File: src/pgt_pkg.sv
// Purpose: shared constants and types of the pulse generator timing core
// Assumes: 200 MHz core clock
// Notes: register offsets are byte addresses on the device register port
package pgt_pkg;
    localparam logic [7:0] ADDR_PULSE_ONE_PERIOD = 8'h30;
    localparam logic [7:0] ADDR_PULSE_ONE_ON = 8'h31;
    localparam logic [7:0] ADDR_PULSE_TWO_DELAY = 8'h32;
    localparam logic [7:0] COUNT_RESET = 8'h00;
    localparam logic [7:0] RDATA_UNMAPPED = 8'h00;

    localparam int CLOCK_PERIOD_NS = 5;
    localparam int FINE_BASE_TIME_NS = 1000000;
    localparam int FINE_BASE_TIME_MS = 1;
    localparam int COARSE_BASE_TIME_MS = 125;
    localparam int FINE_BASE_CYCLES = FINE_BASE_TIME_NS / CLOCK_PERIOD_NS;
    localparam int FINE_PER_COARSE = COARSE_BASE_TIME_MS / FINE_BASE_TIME_MS;
    localparam int TB_CYCLE_W = 18;
    localparam int TB_FINE_W = 7;

    typedef enum logic [1:0] {
        PGT_G1_IDLE = 2'b00,
        PGT_G1_WAIT = 2'b01,
        PGT_G1_RUN = 2'b10
    } pgt_g1_state_t;

    typedef enum logic [1:0] {
        PGT_G2_IDLE = 2'b00,
        PGT_G2_WAIT = 2'b01,
        PGT_G2_DELAY = 2'b10,
        PGT_G2_DONE = 2'b11
    } pgt_g2_state_t;
endpackage

File: src/pgt_core.sv
// Purpose: timing core of two pulse generators with count registers
// Assumes: register port and config bits come from logic on i_clock
// Notes: generator two delivers only its initial-delay timing
// Function
// - Generator one's 8-bit read/write period count sets its cycle length.
// - The period is that count times the 1 ms or 125 ms period base.
// - Generator one's 8-bit read/write on count sets its active time.
// - The on time is that count times the on base, zero giving no pulse.
// - Generator two's 8-bit read/write delay runs from the first base tick.
// - Generator two's delay is counted in ticks of its own period base.
// - A base select bit low picks 1 ms ticks, high picks 125 ms ticks.
// - A disabled generator drives its inactive level without pause.
// - The invert bit flips generator one's output.
`timescale 1ns/100ps
`default_nettype none
module pgt_core #(
    parameter int FINE_CYCLES = pgt_pkg::FINE_BASE_CYCLES
) (
    input wire logic i_clock,
    input wire logic i_rstn,
    input wire logic [7:0] i_reg_addr,
    input wire logic i_reg_wr,
    input wire logic [7:0] i_reg_wdata,
    output logic [7:0] o_reg_rdata,
    input wire logic i_pulse_one_enable_bit,
    input wire logic i_pulse_one_invert_bit,
    input wire logic i_pulse_one_period_base_sel,
    input wire logic i_pulse_one_on_base_sel,
    input wire logic i_pulse_two_enable_bit,
    input wire logic i_pulse_two_period_base_sel,
    output logic o_pulse_one_out,
    output logic o_pulse_two_delay_done
);
    typedef struct packed {
        logic [7:0] period_count;
        logic [7:0] on_count;
        logic [7:0] start_delay;
        logic [7:0] rdata;
        pgt_pkg::pgt_g1_state_t g1;
        logic [7:0] pcnt;
        logic [7:0] ocnt;
        logic active;
        logic out;
        pgt_pkg::pgt_g2_state_t g2;
        logic [7:0] dcnt;
        logic done;
    } pgt_core_state_t;

    pgt_core_state_t st_reg;
    pgt_core_state_t st_next;
    logic tick_fine;
    logic tick_coarse;
    logic ptick_one;
    logic otick_one;
    logic ptick_two;
    logic [7:0] pcnt_inc;
    logic [7:0] ocnt_inc;
    logic [7:0] dcnt_inc;
    logic period_wrap;
    logic cycle_opens_on;

    pgt_timebase #(
        .FINE_CYCLES(FINE_CYCLES)
    ) u_timebase (
        .i_clock(i_clock),
        .i_rstn(i_rstn),
        .o_tick_fine(tick_fine),
        .o_tick_coarse(tick_coarse)
    );

    // the 125 ms tick lands on a 1 ms tick, so a 125 ms period with a 1 ms on base stays aligned
    assign ptick_one = i_pulse_one_period_base_sel ? tick_coarse :
        tick_fine;
    assign otick_one = i_pulse_one_on_base_sel ? tick_coarse :
        tick_fine;
    assign ptick_two = i_pulse_two_period_base_sel ? tick_coarse :
        tick_fine;
    assign pcnt_inc = st_reg.pcnt + 8'h01;
    assign ocnt_inc = st_reg.ocnt + 8'h01;
    assign dcnt_inc = st_reg.dcnt + 8'h01;
    // greater-or-equal so a count lowered mid-cycle cannot run past 255
    assign period_wrap = pcnt_inc >= st_reg.period_count;
    assign cycle_opens_on = (st_reg.on_count != 8'h00) &&
        (st_reg.period_count != 8'h00);

    always_comb begin
        st_next = st_reg;
        if (i_reg_wr) begin
            unique case (i_reg_addr)
                pgt_pkg::ADDR_PULSE_ONE_PERIOD: begin
                    st_next.period_count = i_reg_wdata;
                end
                pgt_pkg::ADDR_PULSE_ONE_ON: begin
                    st_next.on_count = i_reg_wdata;
                end
                pgt_pkg::ADDR_PULSE_TWO_DELAY: begin
                    st_next.start_delay = i_reg_wdata;
                end
                default: begin
                end
            endcase
        end
        unique case (i_reg_addr)
            pgt_pkg::ADDR_PULSE_ONE_PERIOD: begin
                st_next.rdata = st_reg.period_count;
            end
            pgt_pkg::ADDR_PULSE_ONE_ON: begin
                st_next.rdata = st_reg.on_count;
            end
            pgt_pkg::ADDR_PULSE_TWO_DELAY: begin
                st_next.rdata = st_reg.start_delay;
            end
            default: begin
                st_next.rdata = pgt_pkg::RDATA_UNMAPPED;
            end
        endcase

        unique case (st_reg.g1)
            pgt_pkg::PGT_G1_IDLE: begin
                if (i_pulse_one_enable_bit) begin
                    st_next.g1 = pgt_pkg::PGT_G1_WAIT;
                end
            end
            pgt_pkg::PGT_G1_WAIT: begin
                if (ptick_one) begin
                    st_next.g1 = pgt_pkg::PGT_G1_RUN;
                    st_next.pcnt = 8'h00;
                    st_next.ocnt = 8'h00;
                    st_next.active = cycle_opens_on;
                end
            end
            pgt_pkg::PGT_G1_RUN: begin
                if (ptick_one && period_wrap) begin
                    st_next.pcnt = 8'h00;
                    st_next.ocnt = 8'h00;
                    st_next.active = cycle_opens_on;
                end else begin
                    if (ptick_one) begin
                        st_next.pcnt = pcnt_inc;
                    end
                    if (otick_one && st_reg.active) begin
                        st_next.ocnt = ocnt_inc;
                        if (ocnt_inc >= st_reg.on_count) begin
                            st_next.active = 1'b0;
                        end
                    end
                end
            end
            default: begin
                st_next.g1 = pgt_pkg::PGT_G1_IDLE;
            end
        endcase
        if (!i_pulse_one_enable_bit) begin
            st_next.g1 = pgt_pkg::PGT_G1_IDLE;
            st_next.active = 1'b0;
        end
        st_next.out = st_next.active ^ i_pulse_one_invert_bit;

        unique case (st_reg.g2)
            pgt_pkg::PGT_G2_IDLE: begin
                if (i_pulse_two_enable_bit) begin
                    st_next.g2 = pgt_pkg::PGT_G2_WAIT;
                end
            end
            pgt_pkg::PGT_G2_WAIT: begin
                if (ptick_two) begin
                    st_next.dcnt = 8'h00;
                    if (st_reg.start_delay == 8'h00) begin
                        st_next.g2 = pgt_pkg::PGT_G2_DONE;
                        st_next.done = 1'b1;
                    end else begin
                        st_next.g2 = pgt_pkg::PGT_G2_DELAY;
                    end
                end
            end
            pgt_pkg::PGT_G2_DELAY: begin
                if (ptick_two) begin
                    st_next.dcnt = dcnt_inc;
                    if (dcnt_inc >= st_reg.start_delay) begin
                        st_next.g2 = pgt_pkg::PGT_G2_DONE;
                        st_next.done = 1'b1;
                    end
                end
            end
            pgt_pkg::PGT_G2_DONE: begin
            end
        endcase
        if (!i_pulse_two_enable_bit) begin
            st_next.g2 = pgt_pkg::PGT_G2_IDLE;
            st_next.done = 1'b0;
        end
    end

    always_ff @(posedge i_clock or negedge i_rstn) begin
        if (!i_rstn) begin
            st_reg <= '0;
        end else begin
            st_reg <= st_next;
        end
    end

    assign o_reg_rdata = st_reg.rdata;
    assign o_pulse_one_out = st_reg.out;
    assign o_pulse_two_delay_done = st_reg.done;
endmodule
`default_nettype wire

File: src/pgt_timebase.sv
// Purpose: free-running 1 ms and 125 ms tick generator
// Assumes: FINE_CYCLES core clocks per 1 ms tick, at most 2**18
// Notes: every 125 ms tick coincides with a 1 ms tick
`timescale 1ns/100ps
`default_nettype none
module pgt_timebase #(
    parameter int FINE_CYCLES = pgt_pkg::FINE_BASE_CYCLES
) (
    input wire logic i_clock,
    input wire logic i_rstn,
    output logic o_tick_fine,
    output logic o_tick_coarse
);
    localparam int CYC_W = pgt_pkg::TB_CYCLE_W;
    localparam int FINE_W = pgt_pkg::TB_FINE_W;
    localparam logic [CYC_W-1:0] CYC_LAST = CYC_W'(FINE_CYCLES - 1);
    localparam logic [FINE_W-1:0] FINE_LAST =
        FINE_W'(pgt_pkg::FINE_PER_COARSE - 1);

    typedef struct packed {
        logic [pgt_pkg::TB_CYCLE_W-1:0] cyc;
        logic [pgt_pkg::TB_FINE_W-1:0] fine;
        logic tick_fine;
        logic tick_coarse;
    } pgt_tb_state_t;

    pgt_tb_state_t st_reg;
    pgt_tb_state_t st_next;

    always_comb begin
        st_next = st_reg;
        st_next.tick_fine = 1'b0;
        st_next.tick_coarse = 1'b0;
        if (st_reg.cyc >= CYC_LAST) begin
            st_next.cyc = '0;
            st_next.tick_fine = 1'b1;
            if (st_reg.fine >= FINE_LAST) begin
                st_next.fine = '0;
                st_next.tick_coarse = 1'b1;
            end else begin
                st_next.fine = st_reg.fine + 7'h01;
            end
        end else begin
            st_next.cyc = st_reg.cyc + 18'h00001;
        end
    end

    always_ff @(posedge i_clock or negedge i_rstn) begin
        if (!i_rstn) begin
            st_reg <= '0;
        end else begin
            st_reg <= st_next;
        end
    end

    assign o_tick_fine = st_reg.tick_fine;
    assign o_tick_coarse = st_reg.tick_coarse;
endmodule
`default_nettype wire

File: config.mk
export PLATFORM = sky130hd
export DESIGN_NAME = pgt_core
export DESIGN_NICKNAME = d
export VERILOG_FILES = /design/src/pgt_pkg.sv /design/src/pgt_core.sv /design/src/pgt_timebase.sv
export SDC_FILE = /design/constraint.sdc
export NUM_CORES = 1
export LEC_CHECK = 0
export BUFFER_PORTS_ARGS = -buffer_cell sky130_fd_sc_hd__buf_2
export CAP_MARGIN = 20
export CORE_ASPECT_RATIO = 1.25
export CORE_UTILIZATION = 30
export CTS_CLUSTER_SIZE = 8
export DETAILED_ROUTE_END_ITERATION = 12
export PLACE_DENSITY = 0.45
export SLEW_MARGIN = 20
export SYNTH_ARGS = -nofsm -noshare
export SYNTH_HDL_FRONTEND = slang
export SYNTH_SLANG_ARGS = --single-unit
File: constraint.sdc
create_clock -name i_clock -period 3.5 [get_ports i_clock]
set_input_delay 0 -clock i_clock [delete_from_list [all_inputs] [get_ports i_clock]]
set_output_delay 0 -clock i_clock [all_outputs]
set_load 0.05 [all_outputs]
# Word level (Yosys, flattened, before mapping)
# Cells that the tools add are included.
# totals
regBits	90
in_bits	25
out_inout_bits	10
wordCells	93
# classes
n_addsub	5
order_cmp	5
n_eq_ne	20
n_mux	27
n_bitwise	1
reduce_logical	19
# op_table
op	count
$pmux 17 s2	1
$add 8x1->8 const B	3
$eq 8x6->1 const B	3
$ge 8x8->1	3
$pmux 8 s3	1
$mux 11	2
$ne 3x3->1 const B	7
$mux 19	1
$add 18x1->18 const B	1
$ge 18x18->1 const B	1
$mux 18	1
$pmux 9 s2	1
$mux 17	1
$reduce_bool 8->1	2
$pmux 2 s3	2
$mux 1	10
$mux 9	1
$reduce_and 3->1	3
$logic_not 8->1	1
$mux 2	4
$mux 8	1
$ne 2x2->1 const B	4
$reduce_and 2->1	4
$add 7x1->7 const B	1
12 further kinds	18

# Depth between registers and ports, before layout
# depth
word_depth	8
mapped_depth	11
depth_no_buf	11

# Cells and area by module
# A second synthesis with hierarchy kept.
# hier_totals
hier_cells	523
hier_area_um2	5198.7
# by_module_without_submodules
mod	n_inst	cells_per_inst	area_each_um2	seq_area_each_um2
pgt_core	1	393	3863.7	1576.5
pgt_timebase	1	130	1335.0	675.6

# Worst setup path after synthesis
# No wires, ideal clock.
# synth_path
kind	register -> register
from	register st_reg[21] (netlist name)
to	register st_reg[18] (netlist name)
setup_ns	0.122
arrival_ns	2.371
required_time_ns	3.378
setup_slack_ns	1.008
stages_incl_launch_ff	11
n_path_buf	0
synth_period_minus_slack_ns	2.492
path_cell_list	dfrtp_1 -> and3_1 -> nand3_1 -> nor2_1 -> xor2_1 -> ha_1 -> nand2_1 -> o41ai_4 -> o221ai_2 -> a31o_1 -> a32o_1
# synth_via
elab_chain_cells	5
elab_cells_between_ends	7
classes_between	add/sub (1); order compare (1); eq/ne (1); mux (2); reduce/logical (2)
# synth_lines
item	line_no	rtl
start, declared	pgt_core.sv:49	pgt_core_state_t st_reg;
start signal, assigned	pgt_core.sv:198	st_reg <= st_next;
$add 8x1->8 *	pgt_core.sv:78	assign pcnt_inc = st_reg.pcnt + 8'h01;
$ge 8x8->1 *	pgt_core.sv:82	assign period_wrap = pcnt_inc >= st_reg.period_count;
$logic_and 1x1->1 *	pgt_core.sv:133	if (ptick_one && period_wrap) begin
$ne 3x3->1 (no source line) / $mux 17 (equally long branches)	--	
$reduce_and 3->1 (no source line) / $pmux 17 s2 (equally long branches)	--	
# Every way passes the cells marked *; elsewhere a longest branch is shown, timed or not.
# A chain may end at the register's enable or synchronous reset.

# Worst setup path after layout
# layout_path
from	register st_reg[21] (netlist name)
to	register st_reg[15] (netlist name)
# The elaborated chain is that of the path after synthesis.

==> summary.md <==
The half-perimeter wire length after detailed placement is 8020 um, and the clock network fraction of design power is 40.6%. Setup repair after global routing left no endpoint under its margin. TritonCTS built the clock tree. The first-pass iteration count of the detailed router was 4; the full die area was 17400 um2.

The top metal layer carrying routed signals is met4. The logs give 0 for the max-cap check violation count and 12.5% for the proportion of power drawn by combinational gates. The slew at the pin closest to its max-slew limit is 0.939 ns, and the switching share of power is 25.8%. In this run the count of I/O pins placed on the die edge is 35. By area, the combinational part of the netlist is dominated by simple AND/OR/NAND/NOR gates. Clock tree synthesis inserted a total of 9 buffers. The die is 118 um wide.

The analysis attributes to net switching a power of 607 uW. The violation count after the first detailed-route iteration was 227. In the final routed layout, each cell accounts on average for 14.1 um.

Each instance of the synthesized netlist takes up on average 9.84 um2. Setup violations remaining at the end of the flow were counted as 0. The residual DRC count came out at 0. The max-slew violation count was 0; the number of different library cells in the post-synthesis netlist was 49. The biggest area contributor in the post-synthesis netlist is dfrtp_1. After global routing the overflow that remains totals 0. In this run the cell area of the synthesized design comes to 5060 um2. After the last flow step, the layout net total stands at 619.

The overall fraction of global-route tracks in use was 13.4%. Counting every net in the synthesized netlist gives 575. The area added between synthesis and finish works out to 15.3%. The clock tree synthesis step divided the H-tree into 3 levels. Fraction of the cycle the final worst path needs: 78.9%. The worst-path maximum fanout was 8. Of the total synthesized cell area, the portion taken by full adders, half adders and majority gates is 8.90%.

Summed over its instances, the top area cell type makes up 44.5% of the synthesized netlist area. In this run the tool buffered the top-level ports with 34 buffer cells. The post-synthesis compound-gate area fraction is 12.1%. The run finished with clean final reports.

After synthesis the netlist holds a flip-flop and latch count of 90. The internal power was 1.74 mW; the placeable core area was 16300 um2. Entering global routing, the biggest net connects 74 pins. Met3 wire length: 347 um. The via count of the first global-routing pass is 3736. The critical setup path kind is reg2reg. At the worst endpoint, the required time is 3.77 ns.

Summing the sequential cell areas from Yosys gives 44.5% of the chip area. Of the cells placed in the final design, the portion with a size suffix greater than 1 is 13.2%. The worst setup path is launched from a register. The tools report the remaining number of nets flagged by the antenna check after routing as 0.

For this configuration, the core starts out at a cell density of 31.0%. Part of the power in registers: 46.9%. The dominant synthesized flop cell was dfrtp_1. Of the total synthesized cell area, the portion taken by AND, OR, NAND and NOR gates is 17.3%. In this run the core area contains 52 standard-cell rows. Arrival time of the worst setup path: 3.03 ns. The detailed-route via count is 3693, and the register clock-pin slew on the reported worst setup and hold paths is 0.06 ns.

The worst slack after detailed placement came out at 0.729 ns. The total wire length after detailed routing is 11000 um, and the final sum of negative setup slack is 0 ns. For the quantity of gates resized following cts, the log shows 0. The register with the most flip-flops in the layout has 53 of them.

The total power divided by cell area is 403 nW/um2. In the detailed route, the total length drawn on met2 is 5290 um. The first global-routing pass estimated 18400 um of wire.

The fmax is 362 MHz. Final weighted congestion in routability-driven placement: 0.739. The fill cell instance count of the final layout came out at 1679. Ranked by total cell area, the synthesized netlist is headed by dfrtp_1, ha_1, mux2_2. The number of antenna violations at the first check in global routing was 0; the async set or reset register ratio after synthesis was 100%. The library cell used as clock root buffer is clkbuf_16. After detailed routing, the number of vias per cell comes to 4.75. Maximum buffer depth of the clock tree: 2.

The clock arrives with 0.00641 ns of skew. The number of clock sinks seen by CTS is 90. The headroom to the max-slew limit was 37.4%; the final count of hold timing violations was 0. The parity-gate share of the synthesized area counting xor and xnor cells was 5.89%; the clock insertion delay at the later pin of the skew report was 0.34 ns. The worst setup slack after layout came out at 0.740 ns. The count of antenna diodes in the layout is 0, and the mux contribution to synthesized area is 7.00%. The worst hold slack is 0.0898 ns. Critical path endpoint category: a register. The worst path in the final design needs a cycle of 2.76 ns, including I/O delays and setup.

Maximum ir drop on the vdd rail: 0.194 mV. The floorplan step set the die height to 147 um. Synthesis produced a netlist whose cell count is 514. The analysis attributes to cell leakage a power of 2.85 nW. For this block, wires on met1 add up to 5110 um.

The yosys synthesis warning count is 0. The count of flip-flops with a built-in enable after synthesis was 0. The path category of the worst min-delay check is in2reg.
-- worst paths after layout --
kind / start / endpoint / slack (ns) / cells past startpoint
max in group asynchronous: i_rstn / u_timebase.st_reg[17] / 2.36 / 3
setup / recovery: st_reg[21] / st_reg[15] / 0.74 / 11
hold reg to reg: o_pulse_two_delay_done / o_pulse_two_delay_done / 0.50 / 1
hold / removal: i_reg_addr[1] / o_reg_rdata[0] / 0.09 / 4
min in group asynchronous: i_rstn / st_reg[3] / 0.34 / 2
setup reg to reg: st_reg[21] / st_reg[15] / 0.74 / 11
-- worst max-delay path: stages (launching register included) --
cell and delay (ns):
dfrtp_1 0.42, and3_1 0.18, nand3_1 0.15, nor2_1 0.17, xor2_1 0.20, ha_1 0.27
a21oi_1 0.15, o21a_1 0.18, o41ai_4 0.12, mux2i_1 0.57, nand3_1 0.14, mux2i_1 0.14
-- power by group through the flow --
| stage | logic [mW] | clock network [mW] | registers (mW) |
|---|---|---|---|
| finish | 0.294 | 0.954 | 1.10 |
| global placement | 0.282 | 0 | 1.12 |
| detailed placement | 0.285 | 0 | 1.12 |
| floorplan | 0.177 | 0 | 1.13 |
| CTS | 0.298 | 0.995 | 1.10 |
| global route | 0.332 | 1.03 | 1.10 |
-- layout make-up --
type | instances | area [um2] | area share [%]
clock inverters | 5 | 56.3 | 0.965
well taps | 216 | 270 | 4.63
flip-flops and latches | 90 | 2250 | 38.6
inverters | 33 | 124 | 2.12
clock buffers | 10 | 229 | 3.92
multi-input cells | 376 | 2600 | 44.5
repair buffers | 48 | 308 | 5.27
-- metrics by stage --
stage	utilization (%)	power, mW	instance area [um2]	instances
after global routing	35.7	2.46	5840	778
after global placement	33.3	1.40	5430	751
final	35.7	2.35	5840	778
after detailed placement	33.3	1.41	5430	751
after floorplan	-	1.31	5060	514
after CTS	35.7	2.39	5840	778
-- placed cells by master (no fill, tap or decap), types with 4 or more instances in the layout --
cell type	count
inv_1	33
clkbuf_16	9
a21oi_1	20
buf_2	33
o21ai_0	29
nor2_1	50
a32o_1	6
and3_1	13
mux2i_1	14
nand2_1	57
ha_1	36
xor2_1	21
a22o_1	5
dfrtp_1	90
nand3_1	24
dlygate4sd3_1	12
xnor2_1	13
mux2_2	19
nor4_1	5
and4_1	6
o21a_1	4
nor3_1	4
nand2b_1	12
-- cell families after synthesis --
family	count (synthesis)
AND/OR/NAND/NOR	185
flip-flops	90
AO/OA/AOI/OAI	88
buffers and inverters	48
adder cells (fa/ha/maj)	36
XOR/XNOR	34
multiplexers	33
-- synthesized netlist by cell type, drive strengths merged, types with 2 or more instances --
master	count
dfrtp	90
a2111oi	2
clkbuf	3
a32oi	2
ha	36
xor2	21
inv	33
o31ai	3
nand4	3
and4	6
a22o	5
nor2b	3
mux2i	14
a32o	6
a31oi	3
o21ai	30
nor4	5
nor2	50
nand2b	12
nand2	57
o41ai	3
mux2	19
a21oi	20
nand3	24
and2	2
xnor2	13
o21a	4
nor3	4
a21o	2
buf	12
and3	13
-- routing by layer --
metal  up-vias  track usage, %
li1       1872               -
met1      1750            16.7
met2        56            22.4
met3        15            2.48
met4         0            6.09
met5         -               0
-- timing repair --
item / CTS / global route
setup endpoints to repair: 0 / 0
buffers inserted: 0 / 0
hold buffers: 12 / 0
endpoints found under the hold margin: 102 / 0
Note: power is estimated with default switching activity, not from simulation.
